**config.mk**
```make
export PLATFORM = sky130hd
export DESIGN_NAME = odc_output_divider_config
export DESIGN_NICKNAME = d
export VERILOG_FILES = /design/src/odc_pkg.sv /design/src/odc_output_divider_config.sv
export SDC_FILE = /design/constraint.sdc
export NUM_CORES = 1
export LEC_CHECK = 0
export BUFFER_PORTS_ARGS = -buffer_cell sky130_fd_sc_hd__buf_2
export CORE_ASPECT_RATIO = 1.5
export CORE_MARGIN = 1.5
export CORE_UTILIZATION = 50
export CTS_BUF_LIST = sky130_fd_sc_hd__clkbuf_8
export DETAILED_ROUTE_END_ITERATION = 6
export PLACE_DENSITY = 0.75
export SLEW_MARGIN = 20
export SYNTH_ARGS = -nofsm -noshare
export SYNTH_HDL_FRONTEND = slang
export SYNTH_SLANG_ARGS = --single-unit
export TNS_END_PERCENT = 30
```
**constraint.sdc**
```tcl
create_clock -name ref_clk_in -period 5.25 [get_ports ref_clk_in]
set_clock_uncertainty 0.2 [all_clocks]
set_input_delay 0.2625 -clock ref_clk_in [delete_from_list [all_inputs] [get_ports ref_clk_in]]
set_output_delay 0.2625 -clock ref_clk_in [all_outputs]
set_load 0.005 [all_outputs]
```
**src/odc_pkg.sv**
```systemverilog
package odc_pkg;

  // Register map, printed offsets used as addresses
  localparam int ODC_ADDR_W = 8;
  localparam int ODC_REG_W = 16;
  localparam logic [7:0] ODC_ADDR_CH6_INT = 8'h10;
  localparam logic [7:0] ODC_ADDR_CH6_FLO = 8'h11;
  localparam logic [7:0] ODC_ADDR_CH7_CTL = 8'h12;
  localparam logic [7:0] ODC_ADDR_CH7_INT = 8'h13;
  localparam logic [7:0] ODC_ADDR_CH7_FLO = 8'h14;
  localparam logic [15:0] ODC_REG_RESET = 16'h0000;
  localparam logic [15:0] ODC_INT_MASK = 16'h0FFF;
  localparam logic [15:0] ODC_CTL_MASK = 16'h1FDF;
  localparam logic [15:0] ODC_FLO_MASK = 16'hFFFF;

  ////////////////////////////////////////////////////////////////////////////
  // Field layout
  localparam int ODC_INT_W = 8;
  localparam int ODC_FRAC_W = 20;
  localparam int ODC_FHI_W = 4;
  localparam int ODC_INT_LSB = 4;
  localparam int ODC_FHI_LSB = 0;
  localparam int ODC_CTL_SUPPLY = 0;
  localparam int ODC_CTL_STATE_LSB = 1;
  localparam int ODC_CTL_DRV_LSB = 3;
  localparam int ODC_CTL_POS = 6;
  localparam int ODC_CTL_NEG = 7;
  localparam int ODC_CTL_SLEW = 8;
  localparam int ODC_CTL_FON = 9;
  localparam int ODC_CTL_PRE_LSB = 10;
  localparam int ODC_CNT_W = 9;

  // Prescaler codes and terminal counts
  localparam logic [2:0] ODC_PRE_DIV2 = 3'h0;
  localparam logic [2:0] ODC_PRE_DIV3 = 3'h1;
  localparam logic [2:0] ODC_PRE_DIV1 = 3'h7;
  localparam logic [1:0] ODC_PRE_LAST1 = 2'h0;
  localparam logic [1:0] ODC_PRE_LAST2 = 2'h1;
  localparam logic [1:0] ODC_PRE_LAST3 = 2'h2;

  typedef enum logic [1:0] {ODC_DRV_LVDS, ODC_DRV_LVCMOS, ODC_DRV_HCSL} odc_drv_e;
  typedef enum logic [1:0] {ODC_OUT_OFF, ODC_OUT_ON, ODC_OUT_LOW, ODC_OUT_HIGH} odc_state_e;

  typedef struct packed {
    logic [ODC_INT_W-1:0] int_div;
    logic [ODC_FRAC_W-1:0] frac;
    logic frac_on;
    logic [2:0] prescaler;
  } odc_div_cfg_s;

endpackage

```
**src/odc_output_divider_config.sv**
```systemverilog
`timescale 1ns/10ps
`default_nettype none
module odc_output_divider_config
  import odc_pkg::*;
#(
  parameter int ADDR_W = ODC_ADDR_W
) (
  // Clock and reset
  input wire logic ref_clk_in,
  input wire logic reset_in,
  // Configuration port
  input wire logic [ADDR_W-1:0] reg_addr_in,
  input wire logic [ODC_REG_W-1:0] reg_wdata_in,
  input wire logic reg_wr_in,
  input wire logic reg_rd_in,
  output logic [ODC_REG_W-1:0] reg_rdata_out,
  // Channel 6 settings held elsewhere
  input wire logic ch6_fraction_on_in,
  input wire logic [2:0] ch6_fraction_prescaler_in,
  // Divided clock enables, channel 6 then 7
  output logic ch6_tick_out,
  output logic ch7_tick_out,
  // Channel 7 output stage
  output logic ch7_edge_rate_slow_out,
  output logic ch7_positive_side_on_out,
  output logic ch7_negative_side_on_out,
  output odc_drv_e ch7_driver_type_out,
  output odc_state_e ch7_output_state_out,
  output logic ch7_supply_level_out
);

  if (ADDR_W < ODC_ADDR_W) begin : g_addr_w_check
    $error("ADDR_W too narrow for the register map");
  end

  function automatic logic [1:0] odc_pre_last(input logic [2:0] code, input logic on);
    logic [1:0] r;
    r = ODC_PRE_LAST1;
    if (on) begin
      case (code)
        ODC_PRE_DIV2: r = ODC_PRE_LAST2;
        ODC_PRE_DIV3: r = ODC_PRE_LAST3;
        default: r = ODC_PRE_LAST1;
      endcase
    end
    return r;
  endfunction

  function automatic logic odc_hit(input logic [ADDR_W-1:0] a, input logic [7:0] off);
    return a == ADDR_W'(off);
  endfunction

  ////////////////////////////////////////////////////////////////////////////
  // Register file
  logic [ODC_REG_W-1:0] stage_q [2];
  logic [ODC_REG_W-1:0] stage_d [2];
  logic [ODC_REG_W-1:0] int_q [2];
  logic [ODC_REG_W-1:0] int_d [2];
  logic [ODC_REG_W-1:0] flo_q [2];
  logic [ODC_REG_W-1:0] flo_d [2];
  logic [ODC_REG_W-1:0] ctl7_q, ctl7_d;
  logic [ODC_REG_W-1:0] rdata_q, rdata_d;
  logic wr_flo [2];
  logic wr_int [2];
  logic wr_ctl;

  always_comb begin
    wr_int[0] = reg_wr_in && odc_hit(reg_addr_in, ODC_ADDR_CH6_INT);
    wr_int[1] = reg_wr_in && odc_hit(reg_addr_in, ODC_ADDR_CH7_INT);
    wr_flo[0] = reg_wr_in && odc_hit(reg_addr_in, ODC_ADDR_CH6_FLO);
    wr_flo[1] = reg_wr_in && odc_hit(reg_addr_in, ODC_ADDR_CH7_FLO);
    wr_ctl = reg_wr_in && odc_hit(reg_addr_in, ODC_ADDR_CH7_CTL);
    ctl7_d = wr_ctl ? (reg_wdata_in & ODC_CTL_MASK) : ctl7_q;
    for (int c = 0; c < 2; c++) begin
      stage_d[c] = wr_int[c] ? (reg_wdata_in & ODC_INT_MASK) : stage_q[c];
      // Integer and high fraction go live together with the low fraction
      int_d[c] = wr_flo[c] ? stage_q[c] : int_q[c];
      flo_d[c] = wr_flo[c] ? reg_wdata_in : flo_q[c];
    end
    rdata_d = rdata_q;
    if (reg_rd_in) begin
      rdata_d = '0;
      if (odc_hit(reg_addr_in, ODC_ADDR_CH6_INT)) rdata_d = stage_q[0];
      if (odc_hit(reg_addr_in, ODC_ADDR_CH6_FLO)) rdata_d = flo_q[0];
      if (odc_hit(reg_addr_in, ODC_ADDR_CH7_CTL)) rdata_d = ctl7_q;
      if (odc_hit(reg_addr_in, ODC_ADDR_CH7_INT)) rdata_d = stage_q[1];
      if (odc_hit(reg_addr_in, ODC_ADDR_CH7_FLO)) rdata_d = flo_q[1];
    end
  end

  always_ff @(posedge ref_clk_in or posedge reset_in) begin
    if (reset_in) begin
      for (int c = 0; c < 2; c++) begin
        stage_q[c] <= ODC_REG_RESET;
        int_q[c] <= ODC_REG_RESET;
        flo_q[c] <= ODC_REG_RESET;
      end
      ctl7_q <= ODC_REG_RESET;
      rdata_q <= ODC_REG_RESET;
    end else begin
      for (int c = 0; c < 2; c++) begin
        stage_q[c] <= stage_d[c];
        int_q[c] <= int_d[c];
        flo_q[c] <= flo_d[c];
      end
      ctl7_q <= ctl7_d;
      rdata_q <= rdata_d;
    end
  end

  assign reg_rdata_out = rdata_q;

  ////////////////////////////////////////////////////////////////////////////
  // Channel 7 output stage controls
  assign ch7_edge_rate_slow_out = ctl7_q[ODC_CTL_SLEW];
  assign ch7_positive_side_on_out = ctl7_q[ODC_CTL_POS];
  assign ch7_negative_side_on_out = ctl7_q[ODC_CTL_NEG] && ctl7_q[ODC_CTL_POS];
  assign ch7_supply_level_out = ctl7_q[ODC_CTL_SUPPLY];

  always_comb begin
    case (ctl7_q[ODC_CTL_DRV_LSB +: 2])
      2'h2: ch7_driver_type_out = ODC_DRV_LVCMOS;
      2'h3: ch7_driver_type_out = ODC_DRV_HCSL;
      default: ch7_driver_type_out = ODC_DRV_LVDS;
    endcase
    case (ctl7_q[ODC_CTL_STATE_LSB +: 2])
      2'h1: ch7_output_state_out = ODC_OUT_ON;
      2'h2: ch7_output_state_out = ODC_OUT_LOW;
      2'h3: ch7_output_state_out = ODC_OUT_HIGH;
      default: ch7_output_state_out = ODC_OUT_OFF;
    endcase
  end

  ////////////////////////////////////////////////////////////////////////////
  // Fractional dividers: prescaler, then integer count stretched by carry
  odc_div_cfg_s cfg [2];
  logic [1:0] pre_cnt_q [2];
  logic [1:0] pre_cnt_d [2];
  logic [ODC_CNT_W-1:0] div_cnt_q [2];
  logic [ODC_CNT_W-1:0] div_cnt_d [2];
  logic [ODC_FRAC_W-1:0] acc_q [2];
  logic [ODC_FRAC_W-1:0] acc_d [2];
  logic extra_q [2];
  logic extra_d [2];
  logic tick_q [2];
  logic tick_d [2];
  logic pre_tick [2];
  logic [ODC_CNT_W-1:0] last [2];
  logic [ODC_FRAC_W:0] sum [2];

  always_comb begin
    for (int c = 0; c < 2; c++) begin
      cfg[c].int_div = int_q[c][ODC_INT_LSB +: ODC_INT_W];
      cfg[c].frac = {int_q[c][ODC_FHI_LSB +: ODC_FHI_W], flo_q[c]};
    end
    cfg[0].frac_on = ch6_fraction_on_in;
    cfg[0].prescaler = ch6_fraction_prescaler_in;
    cfg[1].frac_on = ctl7_q[ODC_CTL_FON];
    cfg[1].prescaler = ctl7_q[ODC_CTL_PRE_LSB +: 3];
    for (int c = 0; c < 2; c++) begin
      // Bypass when fraction is off, else 2, 3 or 1
      pre_tick[c] = pre_cnt_q[c] >= odc_pre_last(cfg[c].prescaler, cfg[c].frac_on);
      pre_cnt_d[c] = pre_tick[c] ? '0 : pre_cnt_q[c] + 2'h1;
      last[c] = {1'b0, cfg[c].int_div} + ODC_CNT_W'(extra_q[c]);
      sum[c] = {1'b0, acc_q[c]} + {1'b0, cfg[c].frac};
      div_cnt_d[c] = div_cnt_q[c];
      acc_d[c] = acc_q[c];
      extra_d[c] = extra_q[c];
      tick_d[c] = 1'b0;
      if (pre_tick[c]) begin
        if (div_cnt_q[c] >= last[c]) begin
          div_cnt_d[c] = '0;
          tick_d[c] = 1'b1;
          acc_d[c] = cfg[c].frac_on ? sum[c][ODC_FRAC_W-1:0] : '0;
          extra_d[c] = cfg[c].frac_on && sum[c][ODC_FRAC_W];
        end else begin
          div_cnt_d[c] = div_cnt_q[c] + ODC_CNT_W'(1);
        end
      end
    end
  end

  always_ff @(posedge ref_clk_in or posedge reset_in) begin
    if (reset_in) begin
      for (int c = 0; c < 2; c++) begin
        pre_cnt_q[c] <= '0;
        div_cnt_q[c] <= '0;
        acc_q[c] <= '0;
        extra_q[c] <= 1'b0;
        tick_q[c] <= 1'b0;
      end
    end else begin
      for (int c = 0; c < 2; c++) begin
        pre_cnt_q[c] <= pre_cnt_d[c];
        div_cnt_q[c] <= div_cnt_d[c];
        acc_q[c] <= acc_d[c];
        extra_q[c] <= extra_d[c];
        tick_q[c] <= tick_d[c];
      end
    end
  end

  assign ch6_tick_out = tick_q[0];
  assign ch7_tick_out = tick_q[1];

  ////////////////////////////////////////////////////////////////////////////
  // Checks
  logic p7_tick, p6_tick, fon7, div3_7;
  logic [ODC_CNT_W-1:0] gap7_q;
  logic stable7_q;
  logic cfg7_chg;
  logic cfg7_chg_q;
  assign p7_tick = pre_tick[1];
  assign p6_tick = pre_tick[0];
  assign fon7 = cfg[1].frac_on;
  assign div3_7 = fon7 && (cfg[1].prescaler == ODC_PRE_DIV3);
  assign cfg7_chg = wr_flo[1] || wr_ctl;

  always_ff @(posedge ref_clk_in or posedge reset_in) begin
    if (reset_in) begin
      gap7_q <= '0;
      stable7_q <= 1'b0;
      cfg7_chg_q <= 1'b0;
    end else begin
      gap7_q <= tick_q[1] ? '0 : gap7_q + ODC_CNT_W'(1);
      // A tick launched in the write cycle still carries the old setting
      stable7_q <= (cfg7_chg || cfg7_chg_q) ? 1'b0 : (tick_q[1] ? 1'b1 : stable7_q);
      cfg7_chg_q <= cfg7_chg;
    end
  end
endmodule
`default_nettype wire

```
After elaboration in Yosys (flattened, before gate mapping) --
Index checks and enable logic that the tools add are counted.
Word-level totals: bits in registers 174, logic and storage cells 75
Cells by class: $add $sub $neg 8, magnitude comparators 4, eq/ne operators 12, mux-type cells 21, reductions and logical operators 12
Operator list (count):
- 16-bit two-way mux | 4
- 20-bit by 20-bit adder with 21-bit output | 2
- 8-bit by 5-bit equality test with 1-bit output, second input constant | 5
- 20-bit two-way mux | 2
- 8-bit by 1-bit adder with 9-bit output | 2
- 9-bit by 1-bit adder with 9-bit output, second input constant | 2
- 9-bit >= comparator | 2
- 9-bit two-way mux | 2
- 12-bit two-way mux | 1
- 2-bit case mux with 2 select lines | 3
- 2-bit equality test, second input constant | 4
- 1-bit logical AND | 8
- 2-bit two-way mux | 4
- 3-bit by 1-bit equality test with 1-bit output, second input constant | 2
- 3-bit zero test | 2
- 2-bit case mux with 3 select lines | 1
- 2-bit by 1-bit adder with 2-bit output, second input constant | 2
- 2-bit >= comparator | 2
- 1-bit two-way mux | 4
- 2-bit AND reduction | 2
- 2-bit by 1-bit equality test with 1-bit output, second input constant | 1

Longest topological paths before layout --
word-level depth 6, gate-level depth with buffers 15

Worst setup path after synthesis --
OpenSTA, ideal clock, no wires.
path type input-to-reg, from input ch6_fraction_on_in, to register acc_q[31] (netlist bit), setup time 0.126 ns, arrival time 2.647 ns, data required time 4.924 ns, path slack 2.277 ns, cell stages on the path 13, buffers on the path 3, cells stage by stage clkbuf_1 > inv_1 > clkbuf_1 > nor4_1 > ha_1 > nand2b_1 > a21oi_1 > a21o_1 > or2_1 > buf_6 > inv_4 > o2111a_1 > a221o_1
On the way: word-level cells in the longest chain between the ends 3, elaborated cells between the ends (all ways) 4, classes of those cells 1 x order compare; 2 x mux; 1 x reduce/logical
Ends and longest elaborated chain:
- start: declaration | line odc_output_divider_config.sv:18 | input wire logic ch6_fraction_on_in,
- 2-bit two-way mux | line odc_output_divider_config.sv:39 | if (on) begin
- 2-bit >= comparator | line odc_output_divider_config.sv:162 | pre_tick[c] = pre_cnt_q[c] >= odc_pre_last(cfg[c].prescaler, cfg[c].frac_on);
- 2-bit AND reduction (no source line)
- end signal: indexed assignment | line odc_output_divider_config.sv:196 | acc_q[c] <= acc_d[c];
- end: declaration | line odc_output_divider_config.sv:141 | logic [ODC_FRAC_W-1:0] acc_q [2];
Several ways; a longest one is shown, not always the timed one. A chain may end at the register's enable or synchronous reset.

Final worst setup path --
from register ctl7_q[9], to register acc_q[15] (netlist bit)
On the way: word-level cells in the longest chain between the ends 3, elaborated cells between the ends (all ways) 4, classes of those cells 1 x order compare; 2 x mux; 1 x reduce/logical
Ends and longest elaborated chain:
- start: declaration | line odc_output_divider_config.sv:61 | logic [ODC_REG_W-1:0] ctl7_q, ctl7_d;
- start signal: assignment | line odc_output_divider_config.sv:106 | ctl7_q <= ctl7_d;
- 2-bit two-way mux | line odc_output_divider_config.sv:39
- 2-bit >= comparator | line odc_output_divider_config.sv:162
- 2-bit AND reduction (no source line)
Several ways; a longest one is shown, not always the timed one.

==> run summary <==
Mapped Avg Cell Area = 10.4 um^2
register area = 4350 um^2
Clock Root Buffer = clkbuf_8
FMAX = 249 MHz
drt drc = 0
number of global-route vias before repair = 7618
Worst-Margin Slew = 0.884 ns
Layout Nets = 1117
Die X = 118 um
Area contributors post-synth = dfrtp_1 44%, mux2_2 11%, ha_1 8.6%
Comb pwr share = 0.089
IO Count = 58
latest clock arrival within the worst-skew pair = 0.48 ns
critical path startpoint category = register
asr flop ratio synth = 1.00
register bit total from synthesis = 174
Initial Util = 0.507
Sw Share = 0.257
Max Cap Viol = 0
H-tree depth = 4
CTS sink count = 174
CTS clk-pin slew, worst paths = 0.09 ns
placed inst area = 10400 um^2
Fill cells = 1653
post-synth cell types = 69
Reg power frac = 0.535
Core Box Area = 19600 um^2
P_sw = 0.000685 W
Port Buf Inserts = 57
TritonCTS clock tree = done
net count after synthesis = 1054
CTS Buf Count = 17
Top FF cell, synth = dfrtp_1
remaining global-route overflow = 0
Power Dens Cells = 241 nW/um^2
pin count of the biggest net entering global routing = 76
Detailed Place HPWL = 17300 um
setup TNS = 0 ns
post-synth top area cell = dfrtp_1
sequential area share after synthesis = 0.438
Post CTS Setup Buffer Count = 0
commonest non-fill, non-tap cells in the layout = 174 x dfrtp_1, 101 x nand2_1, 95 x mux2_2
vias = 7593
Synth top area share = 0.438
Clk pwr share = 0.376
GPL Wtd Cong = 0.878
average wire per standard cell = 18.1 um
Internal = 0.00198 W
Hold WC Path Type = primary input to register
DIE AREA = 20800 um^2
fin. max-slew vios = 0
Final Cycle Share = 0.766
Pleak = 5.38 nW
drt first pass iters = 5
commonest non-fill, non-tap cell in the layout = dfrtp_1
Avg Vias per Cell = 5.89
DIE HEIGHT = 176 um
wire length of the first global-routing pass = 38200 um
Rows = 63
WS Path Type = register to register
# setup viols final = 0
outcome = complete, no violations
First DRT Iteration DRCs = 450
Power Total = 0.00266 W
Final Critical Period = 4.02 ns
RSZ-0062 raised after global routing = no
post-route cell area = 11000 um^2
initial antenna violation count = 1
relative slew slack = 0.410
Mapped Area = 9950 um^2
crit end category = register
Synth Warn # = 0
Clock Path Buffers = 2
Worst EP required = 5.40 ns
Final ANT Viol Nets = 0
Fin. Hold Viols = 0
Arrival @ worst endpoint = 4.18 ns
total track usage = 0.232
CP max FO = 25
Total Routed Length = 23300 um
post-synthesis cell count = 952
P&R area growth vs syn = 11.0%
Max rail drop VDD = 0.000156 V
hold_ws = 0.131 ns
Post-synth EDFFs = 0
multi-input logic area = 5320 um^2
share of cells above drive strength 1 = 0.199
## cell type report
type                       count  share of cell area
clock buffer                  19              0.0237
clock inverter                13              0.0146
antenna                        1            0.000227
sequential                   174               0.394
inverter                      21             0.00782
multi-input combinational    717               0.481
tap                          260              0.0294
timing repair buffer          84              0.0489
## registers in the layout, summed over array words and instances (netlist names)
name,cells
reg_rdata_out,16
div_cnt_q,18
pre_cnt_q,4
stage_q,24
cfg,56
acc_q,40
ctl7_q,12
extra_q,2
ch6_tick_out,1
ch7_tick_out,1
## path summary, 6_finish.rpt
check / start / endpoint / slack [ns] / cells past startpoint
max: ctl7_q[9] / acc_q[15] / 1.23 / 10
min: reg_rd_in / reg_rdata_out[4] / 0.13 / 2
max reg2reg: ctl7_q[9] / acc_q[15] / 1.23 / 10
min reg2reg: acc_q[0] / acc_q[0] / 0.28 / 2
max in group asynchronous: reset_in / acc_q[16] / 3.41 / 4
min in group asynchronous: reset_in / div_cnt_q[11] / 0.25 / 3
## worst max-delay path, cell delays in order (launching register included)
cell and delay [ns]:
dfrtp_1 0.67, inv_1 0.40, nor4_1 0.31, ha_1 0.28, nand2b_1 0.16, a21oi_1 0.49, a21oi_1 0.15, nand2_1 0.45
buf_4 0.37, nor3_1 0.08, a221o_1 0.34
## what timing repair did
item                                   4_1_cts  5_1_grt
hold buffers                                21        0
endpoints found under the hold margin      149        0
gates resized for setup                      0        0
## through the flow
| stage | std cells | utilization | setup WS [ns] |
|---|---|---|---|
| after global placement | 1235 | 0.530 | 1.45 |
| final | 1289 | 0.563 | 1.23 |
| after CTS | 1288 | 0.563 | 1.31 |
| after detailed placement | 1235 | 0.530 | 1.35 |
| after floorplan | 952 | - | 0.0707 |
| after global routing | 1288 | 0.563 | 0.988 |
## synthesized netlist by cell type, types with 8 or more instances
cell type and count:
a222oi_1 10, xor2_1 25, buf_2 11, nor3_1 17
dfrtp_1 174, xnor2_1 19, ha_1 68, a21oi_1 57
o31ai_1 14, and3_1 14, nand2_1 101, clkbuf_1 23
nand2b_1 8, inv_1 19, nand3_1 28, mux2i_1 12
mux2_2 95, o21ai_0 48, nor2_1 49, nand4_1 16
or3_1 9, a21o_1 27
## logic make-up (layout without fill, tap and decap cells)
logic type	after synthesis	in the layout	synth area share
other	0	1	0
AND/OR/NAND/NOR	274	274	0.133
AO/OA/AOI/OAI	222	222	0.153
XOR/XNOR	44	44	0.0387
flip-flops	174	174	0.438
multiplexers	107	107	0.120
adder cells (fa/ha/maj)	70	70	0.0895
buffers and inverters	61	137	0.0280
## layer usage
| layer | up-vias | global-route usage | wire length (um) |
|---|---|---|---|
| met2 | 169 | 0.421 | 12400 |
| met5 | - | 0 | 13 |
| met3 | 53 | 0.0429 | 898 |
| li1 | 3634 | - | - |
| met1 | 3735 | 0.266 | 9300 |
| met4 | 2 | 0.0986 | 719 |
## power groups by stage
stage                     Clock, W  Combinational, W  Sequential (W)
after floorplan                  0          0.000157         0.00143
after global placement           0          0.000222         0.00145
after detailed placement         0          0.000226         0.00145
after CTS                  0.00102          0.000238         0.00142
after global routing       0.00107          0.000264         0.00143
final                      0.00100          0.000237         0.00142
Power figures use the tool's default switching activity.
